==> src/rtl/jtc_defines.vh <==
// Named constants shared by the test access port, its checker and its bench.
// Assumes inclusion by bare name from the controller, the checker and the bench; the synchroniser and FIFO files do not include it.
`ifndef JTC_DEFINES_VH
`define JTC_DEFINES_VH

// ==================================================================
// State machine encodings (sixteen test-port states)
// ==================================================================
`define JTC_ST_RESET       4'hF
`define JTC_ST_IDLE        4'hC
`define JTC_ST_SEL_DR      4'h7
`define JTC_ST_CAP_DR      4'h6
`define JTC_ST_SHIFT_DR    4'h2
`define JTC_ST_EXIT1_DR    4'h1
`define JTC_ST_PAUSE_DR    4'h3
`define JTC_ST_EXIT2_DR    4'h0
`define JTC_ST_UPD_DR      4'h5
`define JTC_ST_SEL_IR      4'h4
`define JTC_ST_CAP_IR      4'hE
`define JTC_ST_SHIFT_IR    4'hA
`define JTC_ST_EXIT1_IR    4'h9
`define JTC_ST_PAUSE_IR    4'hB
`define JTC_ST_EXIT2_IR    4'h8
`define JTC_ST_UPD_IR      4'hD
`define JTC_ST_W           4

// ==================================================================
// Instruction codes and chain widths
// ==================================================================
`define JTC_IR_W           4
`define JTC_IR_EXTEST      4'h0
`define JTC_IR_INTEST      4'h1
`define JTC_IR_SAMPLE      4'h2
`define JTC_IR_DBG_ABORT   4'h8
`define JTC_IR_DBG_DPACC   4'hA
`define JTC_IR_DBG_APACC   4'hB
`define JTC_IR_IDCODE      4'hE
`define JTC_IR_BYPASS      4'hF
`define JTC_IR_CAPTURE     4'h1
`define JTC_ID_W           32
// Identification value is arbitrary and names no real part.
`define JTC_ID_VALUE       32'h0000_0001
`define JTC_BSR_W          8
`define JTC_ID_MSB         31
`define JTC_BSR_MSB        7
`define JTC_IR_MSB         3

// ==================================================================
// Pin function selection and buffering
// ==================================================================
`define JTC_PIN_N          5
`define JTC_ALT_FUNCTION_SELECT_BIT_RESET    5'h1F
`define JTC_ALT_FUNCTION_SELECT_BIT_TDO      4
`define JTC_FIFO_DEPTH     4
`define JTC_PIN_RESET      4'hF

`endif

==> src/rtl/jtc_sync.v <==
// Two-stage synchroniser for a group of pin inputs.
// Assumes the inputs are asynchronous to clock; reset forces the pulled-up level.
`timescale 1ns/1ps
`default_nettype none

module jtc_sync #(
   parameter WIDTH     = 4,
   parameter RESET_VAL = 4'hF
) (
   input  wire             clock,    // System clock.
   input  wire             rst_n,    // Synchronous reset, active low.
   input  wire [WIDTH-1:0] async_in, // Raw pin levels.
   output wire [WIDTH-1:0] sync_out  // Levels after two flip-flops.
);

   reg [WIDTH-1:0] stage1;
   reg [WIDTH-1:0] stage2;

   // ==================================================================
   // Per-bit flop pairs
   // ==================================================================
   // The first stage feeds only the second, so metastability never reaches logic.
   genvar i;
   generate
      for (i = 0; i < WIDTH; i = i + 1) begin : g_bit
         always @(posedge clock) begin
            if (!rst_n) begin
               stage1[i] <= RESET_VAL[i];
               stage2[i] <= RESET_VAL[i];
            end else begin
               stage1[i] <= async_in[i];
               stage2[i] <= stage1[i];
            end
         end
      end
   endgenerate

   assign sync_out = stage2;

endmodule

`default_nettype wire

==> src/rtl/jtc_fifo.v <==
// Small synchronous FIFO with valid and ready on both sides.
// Assumes one clock; flags are held in flip-flops so in_ready and out_valid are registered.
`timescale 1ns/1ps
`default_nettype none

module jtc_fifo #(
   parameter WIDTH = 8,
   parameter DEPTH = 4,
   parameter AW    = 2
) (
   input  wire             clock,     // System clock.
   input  wire             rst_n,     // Synchronous reset, active low.
   input  wire             in_valid,  // Word offered.
   output wire             in_ready,  // Room for a word.
   input  wire [WIDTH-1:0] in_data,   // Word to store.
   output wire             out_valid, // Word available.
   input  wire             out_ready, // Consumer takes the word.
   output wire [WIDTH-1:0] out_data   // Oldest word.
);

   reg [WIDTH-1:0] mem [0:DEPTH-1];
   reg [AW-1:0]    wr_ptr;
   reg [AW-1:0]    rd_ptr;
   reg [AW:0]      count;
   reg             full;
   reg             empty;
   wire            push;
   wire            pop;
   reg [AW:0]      next_count;

   assign push      = in_valid & ~full;
   assign pop       = out_ready & ~empty;
   assign in_ready  = ~full;
   assign out_valid = ~empty;
   assign out_data  = mem[rd_ptr];

   // ==================================================================
   // Occupancy
   // ==================================================================
   always @* begin
      next_count = count;
      if (push && !pop) begin
         next_count = count + 1'b1;
      end else if (pop && !push) begin
         next_count = count - 1'b1;
      end
   end

   // Pointers, storage and registered flags.
   always @(posedge clock) begin
      if (!rst_n) begin
         wr_ptr <= {AW{1'b0}};
         rd_ptr <= {AW{1'b0}};
         count  <= {(AW+1){1'b0}};
         full   <= 1'b0;
         empty  <= 1'b1;
      end else begin
         if (push) begin
            mem[wr_ptr] <= in_data;
            wr_ptr      <= wr_ptr + 1'b1;
         end
         if (pop) begin
            rd_ptr <= rd_ptr + 1'b1;
         end
         count <= next_count;
         full  <= (next_count == DEPTH[AW:0]);
         empty <= (next_count == {(AW+1){1'b0}});
      end
   end

endmodule

`default_nettype wire

==> src/rtl/jtc_tap.v <==
// Test access port controller: state machine, instruction chain, data chains.
// Assumes the test pins arrive asynchronously and are oversampled by clock,
// which must run several times faster than the test clock.
//
// Contract
// - State advances only on test-clock rising edges.
// - Current state picks chain and capture/shift/update.
// - Held instruction selects the data chain.
// - External/internal test instructions touch no chain.
// - Unimplemented instruction codes act as bypass.
// - Test reset low forces and holds reset state.
// - Power-on reset also forces reset state.
// - Entering reset state loads identification instruction.
// - Five mode-select highs reach reset state.
// - Stopped test clock keeps state and data.
// - Data input sampled on rising edge into chain.
// - Data output undriven unless shifting; off after reset.
// - Capture loads chain; shift moves one bit.
// - Update copies chain to parallel register; a boundary update also pushes the word into the buffer.
// - Pins default to debug function; software reassigns.
// - Four-bit instruction chain, decoded parallel register.
// - Code 1111 is bypass, 1110 is identification.
// - Output muxed to core debug port by instruction.
`include "jtc_defines.vh"
`timescale 1ns/1ps
`default_nettype none

module jtc_tap (
   input  wire                  clock,           // System clock, 250 MHz.
   input  wire                  rst_n,           // Power-on reset, synchronous, active low.
   input  wire                  tck_pin,         // Test clock pin.
   input  wire                  tms_pin,         // Mode-select pin.
   input  wire                  tdi_pin,         // Serial data input pin.
   input  wire                  trst_n_pin,      // Test reset pin, active low.
   output reg                   tdo_out,         // Serial data output level.
   output reg                   tdo_oe_n,        // Output enable, low while driving.
   input  wire                  core_tdo,        // Serial output of the core debug port.
   output reg                   core_select,     // High while a core debug code is held.
   output reg  [`JTC_ST_W-1:0]  tap_state,       // Current state machine state.
   output reg  [`JTC_IR_W-1:0]  instruction,     // Decoded parallel instruction.
   input  wire [`JTC_BSR_W-1:0] pad_in,          // Pad levels captured by sampling.
   output reg  [`JTC_BSR_W-1:0] bsr_out,         // Boundary parallel register.
   output reg                   extest_active,   // Drive boundary values onto pads.
   output reg                   intest_active,   // Drive boundary values into the core.
   input  wire                  alt_function_select_bit_wr,        // Software write strobe for selects.
   input  wire [`JTC_PIN_N-1:0] alt_function_select_bit_data,      // New select bits, one per pin.
   output reg  [`JTC_PIN_N-1:0] alt_function_select_reg, // Debug function select per pin.
   output wire                  upd_valid,       // Boundary update word available.
   input  wire                  upd_ready,       // Consumer takes the word.
   output wire [`JTC_BSR_W-1:0] upd_data,        // Oldest boundary update word.
   output reg                   upd_fifo_ready   // Registered room flag of the buffer.
);

   // ==================================================================
   // Declarations
   // ==================================================================
   wire [3:0]            pin_sync;
   wire                  s_tck;
   wire                  s_tms;
   wire                  s_tdi;
   wire                  s_trst_n;
   reg                   tck_prev;
   wire                  tck_rise;
   wire                  tck_fall;
   reg [`JTC_IR_W-1:0]   ir_shift;
   reg                   bypass_bit;
   reg [`JTC_ID_W-1:0]   id_shift;
   reg [`JTC_BSR_W-1:0]  bsr_shift;
   reg [`JTC_ST_W-1:0]   next_state;
   reg                   own_serial;
   reg                   dr_chain_on;
   reg                   upd_push;
   wire                  fifo_in_ready;

   // ==================================================================
   // Functions
   // ==================================================================
   // Standard transition table of the test-port state machine.
   function [`JTC_ST_W-1:0] tap_next;
      input [`JTC_ST_W-1:0] st;
      input                 tms;
      begin
         case (st)
            `JTC_ST_RESET:    tap_next = tms ? `JTC_ST_RESET   : `JTC_ST_IDLE;
            `JTC_ST_IDLE:     tap_next = tms ? `JTC_ST_SEL_DR  : `JTC_ST_IDLE;
            `JTC_ST_SEL_DR:   tap_next = tms ? `JTC_ST_SEL_IR  : `JTC_ST_CAP_DR;
            `JTC_ST_CAP_DR:   tap_next = tms ? `JTC_ST_EXIT1_DR : `JTC_ST_SHIFT_DR;
            `JTC_ST_SHIFT_DR: tap_next = tms ? `JTC_ST_EXIT1_DR : `JTC_ST_SHIFT_DR;
            `JTC_ST_EXIT1_DR: tap_next = tms ? `JTC_ST_UPD_DR  : `JTC_ST_PAUSE_DR;
            `JTC_ST_PAUSE_DR: tap_next = tms ? `JTC_ST_EXIT2_DR : `JTC_ST_PAUSE_DR;
            `JTC_ST_EXIT2_DR: tap_next = tms ? `JTC_ST_UPD_DR  : `JTC_ST_SHIFT_DR;
            `JTC_ST_UPD_DR:   tap_next = tms ? `JTC_ST_SEL_DR  : `JTC_ST_IDLE;
            `JTC_ST_SEL_IR:   tap_next = tms ? `JTC_ST_RESET   : `JTC_ST_CAP_IR;
            `JTC_ST_CAP_IR:   tap_next = tms ? `JTC_ST_EXIT1_IR : `JTC_ST_SHIFT_IR;
            `JTC_ST_SHIFT_IR: tap_next = tms ? `JTC_ST_EXIT1_IR : `JTC_ST_SHIFT_IR;
            `JTC_ST_EXIT1_IR: tap_next = tms ? `JTC_ST_UPD_IR  : `JTC_ST_PAUSE_IR;
            `JTC_ST_PAUSE_IR: tap_next = tms ? `JTC_ST_EXIT2_IR : `JTC_ST_PAUSE_IR;
            `JTC_ST_EXIT2_IR: tap_next = tms ? `JTC_ST_UPD_IR  : `JTC_ST_SHIFT_IR;
            `JTC_ST_UPD_IR:   tap_next = tms ? `JTC_ST_SEL_DR  : `JTC_ST_IDLE;
            default:          tap_next = `JTC_ST_RESET;
         endcase
      end
   endfunction

   // Folds every unimplemented code onto bypass so each such code still has a serial path.
   function [`JTC_IR_W-1:0] ir_decode;
      input [`JTC_IR_W-1:0] code;
      begin
         case (code)
            `JTC_IR_EXTEST, `JTC_IR_INTEST, `JTC_IR_SAMPLE,
            `JTC_IR_DBG_ABORT, `JTC_IR_DBG_DPACC, `JTC_IR_DBG_APACC,
            `JTC_IR_IDCODE:  ir_decode = code;
            default:         ir_decode = `JTC_IR_BYPASS;
         endcase
      end
   endfunction

   // True for codes whose data chain lives in the core debug port.
   function is_core_code;
      input [`JTC_IR_W-1:0] code;
      begin
         is_core_code = (code == `JTC_IR_DBG_ABORT) ||
                        (code == `JTC_IR_DBG_DPACC) ||
                        (code == `JTC_IR_DBG_APACC);
      end
   endfunction

   // ==================================================================
   // Pin synchronisers and test-clock edge detection
   // ==================================================================
   // Pins idle at their pulled-up level, so reset loads ones into the stages.
   jtc_sync #(
      .WIDTH     (4),
      .RESET_VAL (`JTC_PIN_RESET)
   ) u_sync (
      .clock    (clock),
      .rst_n    (rst_n),
      .async_in ({trst_n_pin, tdi_pin, tms_pin, tck_pin}),
      .sync_out (pin_sync)
   );

   assign s_tck    = pin_sync[0];
   assign s_tms    = pin_sync[1];
   assign s_tdi    = pin_sync[2];
   assign s_trst_n = pin_sync[3];

   // Edges are found on the synchronised level; a held clock yields none.
   always @(posedge clock) begin
      if (!rst_n) begin
         tck_prev <= 1'b1;
      end else begin
         tck_prev <= s_tck;
      end
   end

   assign tck_rise = s_tck & ~tck_prev;
   assign tck_fall = ~s_tck & tck_prev;

   // ==================================================================
   // State machine
   // ==================================================================
   // Only a rising edge moves the state; otherwise it holds indefinitely.
   always @* begin
      next_state = tap_state;
      if (tck_rise) begin
         next_state = tap_next(tap_state, s_tms);
      end
   end

   // Test reset is seen through the synchroniser, so it acts a few system
   // cycles after the pin falls; it needs no test-clock edge to act.
   always @(posedge clock) begin
      if (!rst_n) begin
         tap_state <= `JTC_ST_RESET;
      end else if (!s_trst_n) begin
         tap_state <= `JTC_ST_RESET;
      end else begin
         tap_state <= next_state;
      end
   end

   // ==================================================================
   // Instruction chain and parallel instruction register
   // ==================================================================
   always @(posedge clock) begin
      if (!rst_n) begin
         ir_shift    <= `JTC_IR_CAPTURE;
         instruction <= `JTC_IR_IDCODE;
      end else if (!s_trst_n || tap_state == `JTC_ST_RESET) begin
         instruction <= `JTC_IR_IDCODE;
      end else if (tck_rise) begin
         case (tap_state)
            `JTC_ST_CAP_IR: begin
               ir_shift <= `JTC_IR_CAPTURE;
            end
            `JTC_ST_SHIFT_IR: begin
               ir_shift <= {s_tdi, ir_shift[`JTC_IR_MSB:1]};
            end
            `JTC_ST_UPD_IR: begin
               instruction <= ir_decode(ir_shift);
            end
            default: begin
               ir_shift <= ir_shift;
            end
         endcase
      end
   end

   // ==================================================================
   // Data chains
   // ==================================================================
   // Test instructions leave every data chain alone; they only use bsr_out.
   always @(posedge clock) begin
      if (!rst_n) begin
         bypass_bit <= 1'b0;
         id_shift   <= `JTC_ID_VALUE;
         bsr_shift  <= {`JTC_BSR_W{1'b0}};
         bsr_out    <= {`JTC_BSR_W{1'b0}};
         upd_push   <= 1'b0;
      end else begin
         upd_push <= 1'b0;
         if (tck_rise && s_trst_n) begin
            case (instruction)
               `JTC_IR_SAMPLE: begin
                  if (tap_state == `JTC_ST_CAP_DR) begin
                     bsr_shift <= pad_in;
                  end else if (tap_state == `JTC_ST_SHIFT_DR) begin
                     bsr_shift <= {s_tdi, bsr_shift[`JTC_BSR_MSB:1]};
                  end else if (tap_state == `JTC_ST_UPD_DR) begin
                     bsr_out  <= bsr_shift;
                     upd_push <= 1'b1;
                  end
               end
               `JTC_IR_IDCODE: begin
                  if (tap_state == `JTC_ST_CAP_DR) begin
                     id_shift <= `JTC_ID_VALUE;
                  end else if (tap_state == `JTC_ST_SHIFT_DR) begin
                     id_shift <= {s_tdi, id_shift[`JTC_ID_MSB:1]};
                  end
               end
               `JTC_IR_BYPASS: begin
                  if (tap_state == `JTC_ST_CAP_DR) begin
                     bypass_bit <= 1'b0;
                  end else if (tap_state == `JTC_ST_SHIFT_DR) begin
                     bypass_bit <= s_tdi;
                  end
               end
               default: begin
                  bypass_bit <= bypass_bit;
               end
            endcase
         end
      end
   end

   // ==================================================================
   // Serial output selection
   // ==================================================================
   // Chooses the bit that the addressed chain presents at its output end.
   always @* begin
      own_serial  = bypass_bit;
      dr_chain_on = 1'b1;
      case (instruction)
         `JTC_IR_SAMPLE:  own_serial = bsr_shift[0];
         `JTC_IR_IDCODE:  own_serial = id_shift[0];
         `JTC_IR_EXTEST,
         `JTC_IR_INTEST:  dr_chain_on = 1'b0;
         default:         own_serial = bypass_bit;
      endcase
      if (tap_state == `JTC_ST_SHIFT_IR) begin
         own_serial  = ir_shift[0];
         dr_chain_on = 1'b1;
      end
   end

   // Output changes on falling edges so a downstream part samples it settled.
   // The driver is released outside shift states to save pad power.
   always @(posedge clock) begin
      if (!rst_n) begin
         tdo_out     <= 1'b1;
         tdo_oe_n    <= 1'b1;
         core_select <= 1'b0;
      end else begin
         core_select <= is_core_code(instruction);
         if (!s_trst_n || tap_state == `JTC_ST_RESET) begin
            tdo_oe_n <= 1'b1;
         end else if (tck_fall) begin
            if (is_core_code(instruction) && tap_state == `JTC_ST_SHIFT_DR) begin
               tdo_out <= core_tdo;
            end else begin
               tdo_out <= own_serial;
            end
            tdo_oe_n <= ~(((tap_state == `JTC_ST_SHIFT_DR) && dr_chain_on) ||
                          (tap_state == `JTC_ST_SHIFT_IR)) ||
                        ~alt_function_select_reg[`JTC_ALT_FUNCTION_SELECT_BIT_TDO];
         end
      end
   end

   // ==================================================================
   // Test status outputs
   // ==================================================================
   // Both test modes only steer from the held boundary register: extest onto the pads, intest into the core.
   always @(posedge clock) begin
      if (!rst_n) begin
         extest_active <= 1'b0;
         intest_active <= 1'b0;
      end else begin
         extest_active <= (instruction == `JTC_IR_EXTEST);
         intest_active <= (instruction == `JTC_IR_INTEST);
      end
   end

   // ==================================================================
   // Pin function selection
   // ==================================================================
   // Reset gives every pin its debug role; an early software write to zero
   // can lock a probe out, which is the user's responsibility.
   always @(posedge clock) begin
      if (!rst_n) begin
         alt_function_select_reg <= `JTC_ALT_FUNCTION_SELECT_BIT_RESET;
      end else if (alt_function_select_bit_wr) begin
         alt_function_select_reg <= alt_function_select_bit_data;
      end
   end

   // ==================================================================
   // Boundary update buffer
   // ==================================================================
   // The test clock cannot be stalled, so a word pushed into a full buffer is
   // dropped; the registered room flag lets the consumer see that coming.
   jtc_fifo #(
      .WIDTH (`JTC_BSR_W),
      .DEPTH (`JTC_FIFO_DEPTH),
      .AW    (2)
   ) u_fifo (
      .clock     (clock),
      .rst_n     (rst_n),
      .in_valid  (upd_push),
      .in_ready  (fifo_in_ready),
      .in_data   (bsr_out),
      .out_valid (upd_valid),
      .out_ready (upd_ready),
      .out_data  (upd_data)
   );

   // Room flag is registered so the port comes from a flip-flop.
   always @(posedge clock) begin
      if (!rst_n) begin
         upd_fifo_ready <= 1'b0;
      end else begin
         upd_fifo_ready <= fifo_in_ready;
      end
   end

endmodule

`default_nettype wire

==> config.mk <==
export PLATFORM = sky130hd
export DESIGN_NAME = jtc_tap
export DESIGN_NICKNAME = d
export VERILOG_FILES = /design/src/rtl/jtc_sync.v /design/src/rtl/jtc_fifo.v /design/src/rtl/jtc_tap.v
export VERILOG_INCLUDE_DIRS = /design/src /design/src/rtl
export SDC_FILE = /design/constraint.sdc
export NUM_CORES = 1
export LEC_CHECK = 0
export CAP_MARGIN = 20
export CORE_MARGIN = 2
export CORE_UTILIZATION = 45
export DETAILED_ROUTE_END_ITERATION = 10
export DONT_BUFFER_PORTS = 1
export GPL_ROUTABILITY_DRIVEN = 0
export REMOVE_ABC_BUFFERS = 1
export SYNTH_ARGS = -nofsm -noshare
export SYNTH_HDL_FRONTEND = slang
export SYNTH_HIERARCHICAL = 1
export SYNTH_SLANG_ARGS = --single-unit
==> constraint.sdc <==
create_clock -name clock -period 4.95 [get_ports clock]
set_input_delay 0.2475 -clock clock [delete_from_list [all_inputs] [get_ports clock]]
set_output_delay 0.2475 -clock clock [all_outputs]
set_load 0.1 [all_outputs]
# After elaboration in Yosys (flattened, before gate mapping)
# Memory sizes are Yosys's and may differ from the RTL's. A register that Yosys moved wholly into a read port is not among the register bits.
# Index checks and enable logic that the tools add are counted.
totals:
  register_bits: 91
  ram_bits: 32
  input_bits: 22
  output_inout_bits: 36
  wordCells: 147
  memories: 1
memory_table:
  columns: ["memory", "words", "word_bits", "read_ports", "rd_clocked_by_memory_dff", "wr", "line_no", "rtl"]
  rows:
  - ["u_fifo.mem", 4, 8, 1, 1, 1, "jtc_fifo.v:21", "reg [WIDTH-1:0] mem [0:DEPTH-1];"]
op_classes:
  add_sub_neg: 4
  n_eq_ne: 29
  mux: 34
  bitwise: 16
  n_reduce_logical: 34
op_table:
  columns: ["operator", "n"]
  rows:
  - ["equality test 4 bit (second input constant)", 17]
  - ["two-way mux 32 bit", 2]
  - ["case mux 4 bit (12 select lines)", 1]
  - ["two-way mux 3 bit", 6]
  - ["equality test 4 x 2 -> 1 bit (second input constant)", 4]
  - ["equality test 4 x 3 -> 1 bit (second input constant)", 4]
  - ["two-way mux 2 bit", 8]
  - ["two-way mux 8 bit", 2]
  - ["equality test 4 x 1 -> 1 bit (second input constant)", 3]
  - ["logical NOT 4 bit", 3]
  - ["inverter 1 bit", 12]
  - ["AND reduction 3 bit", 4]
  - ["two-way mux 1 bit", 11]
  - ["two-way mux 4 bit", 2]
  - ["case mux 4 bit (2 select lines)", 1]
  - ["OR reduction 2 bit", 4]
  - ["OR reduction 7 bit", 1]
  - ["AND reduction 2 bit", 3]
  - ["logical AND 1 bit", 5]
  - ["logical OR 1 bit", 5]
  - ["AND reduction 5 bit", 1]
  - ["OR reduction 5 bit", 1]
  - ["adder 2 x 1 -> 2 bit (second input constant)", 2]
  - ["AND 1 bit", 4]
  - ["other kinds (8)", 11]

# Logic depth before layout (Yosys ltp)
# Gate-level depths: netlist of run 1.
logic_depth:
  word_depth: 8
  mapped_depth: 6
  ltp_nobuf: 6

# Hierarchy
# Netlist of run 1, hierarchy kept.
by_module_without_submodules:
  columns: ["mod", "n_inst", "cells_each", "area_each_um2", "seq_area_each_um2"]
  rows:
  - ["jtc_tap", 1, 356, 3086.7, 1481.4]
  - ["jtc_fifo", 1, 116, 1823.0, 1181.1]
  - ["jtc_sync", 1, 16, 210.2, 160.2]

# Worst setup path after synthesis of run 1
# Ideal clock, no wire load.
synth_timing:
  path_kind: "reg2reg"
  start: "reg instruction[1]"
  end: "reg bsr_out[0]"
  setup_time_ns: 0.128
  arrival_ns: 2.328
  required_ns: 4.822
  setup_slack_ns: 2.494
  stages_incl_launch_ff: 5
  n_path_buf: 0
  period_less_slack_ns: 2.456
  path_cell_list: "dfxtp_1 > or4b_4 > nor3_4 > mux2i_1 > nor2_1"
synth_via:
  elab_chain_len: 2
synth_lines:
  columns: ["item", "line_no", "rtl"]
  rows:
  - ["start, declared", "jtc_tap.v:40", "output reg [`JTC_IR_W-1:0] instruction,"]
  - ["start signal, assigned", "jtc_tap.v:188", "instruction <= `JTC_IR_IDCODE;"]
  - ["start signal, assigned", "jtc_tap.v:190", "instruction <= `JTC_IR_IDCODE;"]
  - ["start signal, assigned", "jtc_tap.v:200", "instruction <= ir_decode(ir_shift);"]
  - ["equality test 4 x 2 -> 1 bit", "jtc_tap.v:223", "case (instruction)"]
  - ["AND reduction 5 bit (no line)", null, null]
  - ["end signal, assigned", "jtc_tap.v:218", "bsr_out <= {`JTC_BSR_W{1'b0}};"]
  - ["end signal, assigned", "jtc_tap.v:230", "bsr_out <= bsr_shift;"]
  - ["end, declared", "jtc_tap.v:42", "output reg [`JTC_BSR_W-1:0] bsr_out,"]
# Every way passes these cells.
# A chain may end at the register's enable or synchronous reset.

# Final worst setup path of run 1
layout_timing:
  start: "reg instruction[0]"
  end: "reg bsr_out[4]"
# Same word-level chain as after synthesis.

==> results.cfg, run 1 <==
[status]
status = completed

[die]
dieHeight_um = 111
rows = 38
die_w_um = 111
dieArea_um2 = 12200
core_um2 = 11000
start_util = 0.466
io_pins = 58

[pwr]
power.density_nw_per_um2 = 442
finalPower_mw = 2.66
max-vdd-ir-drop_v = 0.000174
p_leak_nw = 2.22

[detailed_routing]
first_iter_violations = 190
postRouteAntennaNets = 0
via_per_inst = 5.49
vias = 3593
drt_wl_total_mm = 10.4
wl_per_cell_um = 15.9
dr.pass1.iters = 4
drc = 0

[place]
io_buffers = 0
hpwl_mm = 6.32

[setup_path]
required_ps = 5220
crit_path_start_kind = flip-flop
crit_arrival_ps = 2730
worstSetupEndpointType = flip-flop
crit_fanout = 8
critPathKind = reg2reg
worstReg2RegEnd = bsr_out[4]$_SDFFE_PN0P_
reg2reg_depth = 5
r2r_setup_slack_ps = 2490
cp-startpoint = instruction[0]$_SDFFE_PP0P_
crit_path_end = bsr_out[4]$_SDFFE_PN0P_
r2r_start = instruction[0]$_SDFFE_PP0P_

[clock_tree]
cts_tree = yes
h-tree-depth = 4
clkLatencyLatePin_ps = 410
cts_buffers = 17
root_buffer = clkbuf_16
clock-sinks = 125
cts_buffer_depth = 2
cts-resized-gates = 0
cts_setup_buffers = 0
clkTransAtPathRegs_ps = 50

[sta]
rsz0062_at_grt = no
max_freq_ghz = 0.406
post-route-period-util = 0.498
finalSetupViolations = 0
finalCriticalPeriod_ps = 2460
slew_headroom = 0.247
skew_ps = 6.69
slew_viol_final = 0
finalSetupTns_ps = 0
hold_violations = 0
max_slew.worst_pin.slew_ps = 1130

[synth]
synth_cell_types = 57
synthCells = 488
ys.flop_type = dfxtp_1
synth_most_common_cell = dfxtp_1
yosys.area.top_type = dfxtp_1
avgSynthCellArea_um2 = 10.5
yosys_warnings = 6
synth_common_cells = dfxtp_1, nand2_1, o21ai_0
synth_top_area_frac = 0.364
async_flop_share = 0
synthTopCellsByArea = dfxtp_1, edfxtp_1, mux2i_1
synth_seq_cells = 125
synth_edf_count = 32
yosysSeqAreaShare = 0.551
synth_area_um2 = 5120

[grt]
grt-ovfl-total = 0
grt_pass1_wl_mm = 17.1
grt_max_degree = 68
grt_usage = 0.175
antenna_found_initial = 0
grt_pass1_vias = 3380

[layout]
drive_above_1_share = 0.125
syn_to_final_growth_pct = 17.6
diodes = 0
multi_input_area_um2 = 2100
final-seq-area_um2 = 2820
fill_cells = 895
reg_top3 = id_shift x32, u_fifo/mem x32
fin_nets = 529

[job]
maxCapViolCount = 0

[min_path]
holdCritStartpoint = rst_n
holdCritPathClass = in2reg
## final cells by class
cell class,instances,area share
inverters,13,0.00810
flip-flops and latches,125,0.469
clock inverters,6,0.0179
multi-input cells,318,0.349
clock buffers,26,0.0846
well taps,140,0.0291
repair buffers,26,0.0426
## worst min path at each step
| stage | endpoint | slack, ps | cells past startpoint |
|---|---|---|---|
| 2_1_floorplan | alt_function_select_reg[0]$_SDFFE_PN1P_ | 310 | 1 |
| 3_3_place_gp | alt_function_select_reg[0]$_SDFFE_PN1P_ | 330 | 1 |
| 3_5_place_dp | alt_function_select_reg[2]$_SDFFE_PN1P_ | 330 | 1 |
| 4_1_cts | id_shift[7]$_SDFFE_PN0P_ | 0.1 | 2 |
| 5_1_grt | id_shift[9]$_SDFFE_PN0P_ | 7 | 2 |
| 6_report | id_shift[7]$_SDFFE_PN0P_ | 10 | 2 |
## critical path: stages (launching register included)
cell	delay [ps]
dfxtp_1	650
buf_6	300
or4b_4	530
nor3_4	490
mux2i_1	270
nor2_1	60
## power breakdown
group          internal [mW]  total [mW]  switching, mW
sequential              1.07        1.12         0.0555
clock                  0.857        1.28          0.424
combinational         0.0839       0.259          0.175
total                   2.01        2.66          0.654
## logic make-up after synthesis
group	Yosys count	synth area share
multiplexers	32	0.0824
flip-flops	125	0.551
AND/OR/NAND/NOR	195	0.208
buffers and inverters	45	0.0381
adder cells (fa/ha/maj)	6	0.0147
XOR/XNOR	6	0.0117
AO/OA/AOI/OAI	79	0.0934
## through the flow
stage / instance area, um2 / util / cells / hold slack (ps) / worst slack [ps]
after floorplan: 4970 / - / 456 / 309 / 1440
final: 6020 / 0.548 / 654 / 12.0 / 2490
after detailed placement: 5220 / 0.475 / 605 / 334 / 2520
after CTS: 6010 / 0.547 / 653 / 0.0952 / 2520
after global routing: 6020 / 0.548 / 654 / 7.21 / 2290
after global placement: 5220 / 0.475 / 605 / 331 / 2610
## cells in the final DEF (no fill, tap or decap), types with 4 or more instances in the layout
cell type and count:
a211oi_1 8, a21oi_1 8, and2_1 8, and3_1 6
buf_4 9, clkbuf_1 4, clkbuf_16 17, clkbuf_8 5
dfxtp_1 93, dlygate4sd3_1 15, edfxtp_1 32, ha_1 6
inv_1 13, mux2i_1 23, mux4_2 8, nand2_1 56
nand2b_1 14, nand3_1 11, nand4_1 32, nor2_1 33
nor3_1 6, nor3b_1 5, o21ai_0 37, o21ai_1 10
xnor2_1 5
## timing repair
action,4_1_cts,5_1_grt
hold buffers,16,0
endpoints found under the setup margin,0,0
hold endpoints to repair,58,0
## layer usage
layer	vias to the layer above	GRT usage	wire, um
li1	1792	-	-
met1	1711	0.225	4840
met2	72	0.274	4860
met3	18	0.0547	490
met4	0	0.0783	220
met5	-	0	0
(Power assumes the default switching activity.)
==> run 2: changes to the inputs <==
==> constraint.sdc (replaced) <==
create_clock -name clock -period 2 [get_ports clock]
set_input_delay 0.1 -clock clock [delete_from_list [all_inputs] [get_ports clock]]
set_output_delay 0.1 -clock clock [all_outputs]
set_load 0.1 [all_outputs]
==> results.cfg, run 2 (same netlist as run 1, synthesis figures left out) <==
[setup_path]
crit_path_start_kind = flip-flop
r2r_start = tap_state[0]$_SDFFE_PN1P_
worstReg2RegEnd = id_shift[0]$_SDFFE_PN1P_
required_ps = 1900
critPathKind = reg2out
slowest_delay_ps = 800
cp_slowest_cell = mux4_2
crit_fanout = 8
r2r_setup_slack_ps = 210
crit_arrival_ps = 1700
reg2reg_depth = 5
worstSetupEndpointType = output pin
cp_cell_sequence = buf_4 > mux4_2

[pwr]
swShare = 0.239
power.density_nw_per_um2 = 1050
combPwrFrac = 0.116
pwr-share-clk = 0.476
max-vdd-ir-drop_v = 0.000564
finalPower_mw = 6.60
intPower_mw = 5.02
p_switching_mw = 1.58
pwr-share-seq = 0.408
p_leak_nw = 2.38

[detailed_routing]
via_per_inst = 5.30
postRouteAntennaNets = 0
top_layer = met4
drc = 0
wl_met2_mm = 5.01
dr.pass1.iters = 6
route.layer.met1.wl_mm = 4.57
wl_per_cell_um = 14.8
drt_wl_total_mm = 10.2
dr_wl_met3_um = 457
first_iter_violations = 227
vias = 3639

[layout]
drive_above_1_share = 0.163
reg_top3 = id_shift x32, u_fifo/mem x32
mostFrequentLayoutCells = dfxtp_1, nand2_1, o21ai_0, buf_4, nor2_1
fin_nets = 562
syn_to_final_growth_pct = 23.2
fill_cells = 916
final-seq-area_um2 = 2820
mostFrequentLayoutCell = dfxtp_1
multi_input_area_um2 = 2100
diodes = 0

[die]
dieHeight_um = 111
start_util = 0.466
core_um2 = 11000
rows = 38
die_w_um = 111
dieArea_um2 = 12200
io_pins = 58

[status]
status = completed

[job]
maxCapViolCount = 0

[grt]
grt_max_degree = 92
grt_usage = 0.174
antenna_found_initial = 0
grt_pass1_vias = 3575
grt-ovfl-total = 0
grt_pass1_wl_mm = 17.3

[sta]
fin_ws_ps = 200
hold_violations = 0
slew_viol_final = 0
post-route-period-util = 0.900
finalCriticalPeriod_ps = 1800
finalSetupTns_ps = 0
hold_slack_ps = 46.1
slew_headroom = 0.452
rsz0062_at_grt = no
skew_ps = 9.41
max_slew.worst_pin.slew_ps = 821
finalSetupViolations = 0
max_freq_ghz = 0.556

[place]
hpwl_mm = 6.64
io_buffers = 0
pre_cts_slack_ps = 253

[min_path]
min_to = alt_function_select_reg[3]$_SDFFE_PN1P_
holdCritPathClass = in2reg
holdCritStartpoint = rst_n
hold_path_depth = 2

[clock_tree]
cts_setup_buffers = 0
clock-sinks = 125
h-tree-depth = 4
cts_buffer_depth = 2
cts_tree = yes
root_buffer = clkbuf_16
clkLatencyLatePin_ps = 400
clkTransAtPathRegs_ps = 50
cts_buffers = 17
==> run 2: power by group through the flow <==
stage / sequential, mW / combinational [mW] / clock, mW
after global routing: 2.70 / 0.808 / 3.32
after detailed placement: 2.74 / 0.699 / 0
after global placement: 2.74 / 0.693 / 0
after floorplan: 2.82 / 0.533 / 0
after CTS: 2.69 / 0.768 / 3.19
final: 2.69 / 0.767 / 3.14
==> run 2: per-stage QoR <==
step | instances | utilization | cell area, um2
4_1_cts | 687 | 0.574 | 6310
2_1_floorplan | 456 | - | 4970
3_3_place_gp | 633 | 0.496 | 5450
3_5_place_dp | 633 | 0.496 | 5450
6_report | 687 | 0.574 | 6310
5_1_grt | 687 | 0.574 | 6310
==> run 2: repair_timing <==
item / 4_1_cts / 5_1_grt
hold endpoints to repair: 69 / 0
hold buffers: 22 / 0
resized for setup: 0 / 0
==> run 2: critical path, delay by kind of cell, from the launching register on <==
family,cells,cell delay (ps)
buf+inv,1,190
flops,1,300
mux,1,800
==> run 2: layout make-up <==
cell class / instances / share of cell area
flip-flops and latches: 125 / 0.448
multi-input cells: 318 / 0.333
repair buffers: 59 / 0.0857
clock buffers: 27 / 0.0815
well taps: 140 / 0.0278
clock inverters: 5 / 0.0163
inverters: 13 / 0.00774
==> run 2: metal layers <==
metal	vias up	track usage
li1	1848	-
met1	1712	0.212
met2	69	0.287
met3	10	0.0552
met4	0	0.0667
met5	-	0
==> run 2: worst max-delay path by stage <==
stage / cells past startpoint / end / slack [ps]
floorplan: 4 / id_shift[0]$_SDFFE_PN1P_ / -1510
global placement: 5 / id_shift[0]$_SDFFE_PN1P_ / 280
detailed placement: 5 / bsr_out[1]$_SDFFE_PN0P_ / 250
CTS: 2 / upd_data[5] / 180
global route: 6 / id_shift[0]$_SDFFE_PN1P_ / 120
finish: 2 / upd_data[5] / 200
==> run 3: changes to the inputs <==
--- a/config.mk
+++ b/config.mk
@@ -6,12 +6,13 @@
 export SDC_FILE = /design/constraint.sdc
 export NUM_CORES = 1
 export LEC_CHECK = 0
+export BUFFER_PORTS_ARGS = -buffer_cell sky130_fd_sc_hd__buf_4
 export CAP_MARGIN = 20
 export CORE_MARGIN = 2
 export CORE_UTILIZATION = 45
 export DETAILED_ROUTE_END_ITERATION = 10
-export DONT_BUFFER_PORTS = 1
 export GPL_ROUTABILITY_DRIVEN = 0
+export PLACE_DENSITY = 0.66
 export REMOVE_ABC_BUFFERS = 1
 export SYNTH_ARGS = -nofsm -noshare
 export SYNTH_HDL_FRONTEND = slang
==> results.cfg, run 3 (same netlist as run 1, synthesis figures left out) <==
[grt]
grt_pass1_vias = 3518
grt_max_degree = 64
grt_usage = 0.175
grt_pass1_wl_mm = 17.3
antenna_found_initial = 0
grt-ovfl-total = 0

[setup_path]
worstSetupEndpointType = output pin
reg2reg_depth = 5
cp_slowest_cell = mux4_2
r2r_setup_slack_ps = 210
critPathBufInv = 1
r2r_start = tap_state[1]$_SDFFE_PN1P_
crit_path_start_kind = flip-flop
cp_cell_sequence = mux4_2 > buf_4
worstReg2RegEnd = id_shift[0]$_SDFFE_PN1P_
slowest_delay_ps = 560
crit_arrival_ps = 1710
cpLargestDelayFamily = multiplexers
crit_fanout = 8
critPathKind = reg2out
required_ps = 1900

[clock_tree]
root_buffer = clkbuf_16
h-tree-depth = 4
clkLatencyLatePin_ps = 410
cts_buffer_depth = 2
clkTransAtPathRegs_ps = 60
cts_tree = yes
cts_buffers = 17
clock-sinks = 125
cts_setup_buffers = 0

[layout]
syn_to_final_growth_pct = 26.4
diodes = 0
layoutNonFillerInstCount = 716
fin_nets = 592
drive_above_1_share = 0.226
mostFrequentLayoutCells = dfxtp_1, buf_4, nand2_1, o21ai_0, nor2_1
stdcell_area_um2 = 6470
reg_top3 = id_shift x32, u_fifo/mem x32
mostFrequentLayoutCell = dfxtp_1

[job]
maxCapViolCount = 0

[place]
dp_cells = 671
placed_cell_area_um2 = 5720
io_buffers = 57
hpwl_mm = 6.69

[detailed_routing]
via_per_inst = 5.31
dr.pass1.iters = 4
postRouteAntennaNets = 0
vias = 3805
first_iter_violations = 229
drc = 0
drt_wl_total_mm = 10.5
wl_per_cell_um = 14.7

[die]
io_pins = 58
die_w_um = 111
dieArea_um2 = 12200
dieHeight_um = 111
rows = 38
start_util = 0.466
core_um2 = 11000

[sta]
finalCriticalPeriod_ps = 1810
max_freq_ghz = 0.553
post-route-period-util = 0.903
rsz0062_at_grt = no
hold_violations = 0
max_slew.worst_pin.slew_ps = 569
skew_ps = 8.44
slew_viol_final = 0
slew_headroom = 0.621
finalSetupViolations = 0

[pwr]
p_leak_nw = 2.51
finalPower_mw = 6.62
max-vdd-ir-drop_v = 0.000670
power.density_nw_per_um2 = 1020

[min_path]
holdCritPathClass = in2reg
min_to = alt_function_select_reg[2]$_SDFFE_PN1P_
holdCritStartpoint = rst_n
hold_path_depth = 2

[status]
status = completed
-- run 3: changes by cell type in the layout (fill, tap and decap cells not counted), sizes merged --
cell and change:
clkinv +1, buf +37, clkbuf -1, bufinv -1, dlygate4sd3 -7
-- run 3: cell type report --
class                      count  area [um2]
fill                         900        4510
sequential                   125        2820
multi-input combinational    318        2100
timing repair buffer          89         716
clock buffer                  26         529
tap                          140         175
clock inverter                 5        77.6
inverter                      13        48.8
-- run 3: worst register-to-register path: stages, from the launching register on --
cell,delay (ps)
dfxtp_1,460
nand4b_1,330
nor4_4,350
buf_12,270
and3b_1,190
o21ai_1,50
-- run 3: metrics by stage --
step                      hold slack (ps)   util  setup WS, ps  TNS [ps]
final                                39.7  0.589           193         0
after global routing                 47.8  0.589          86.5         0
after CTS                            23.8  0.589           166         0
after detailed placement              291  0.521           223         0
after global placement                283  0.521           268         0
after floorplan                       162      -         -1510    -59180
-- run 3: worst max-delay path by stage --
stage / slack (ps) / depth (start not counted) / to
5_1_grt: 90 / 5 / id_shift[0]$_SDFFE_PN1P_
4_1_cts: 170 / 2 / upd_data[7]
6_report: 190 / 2 / upd_data[0]
3_3_place_gp: 270 / 5 / id_shift[0]$_SDFFE_PN1P_
2_1_floorplan: -1510 / 4 / id_shift[0]$_SDFFE_PN1P_
3_5_place_dp: 220 / 5 / id_shift[0]$_SDFFE_PN1P_
-- run 3: repair_timing --
item                                    in CTS  in global routing
gates resized for setup                      1                  0
hold buffers                                14                  0
endpoints found under the setup margin       8                  0
hold endpoints to repair                     9                  0
-- run 3: power breakdown --
part | internal [mW] | switching [mW]
logic | 0.286 | 0.521
clock network | 2.06 | 1.04
registers | 2.64 | 0.0699
total | 4.99 | 1.63
-- run 3: metal layers --
layer  track usage  wire, um
met1         0.220      4670
met2         0.282      5290
met3        0.0530       412
met4        0.0692       167
met5             0         0
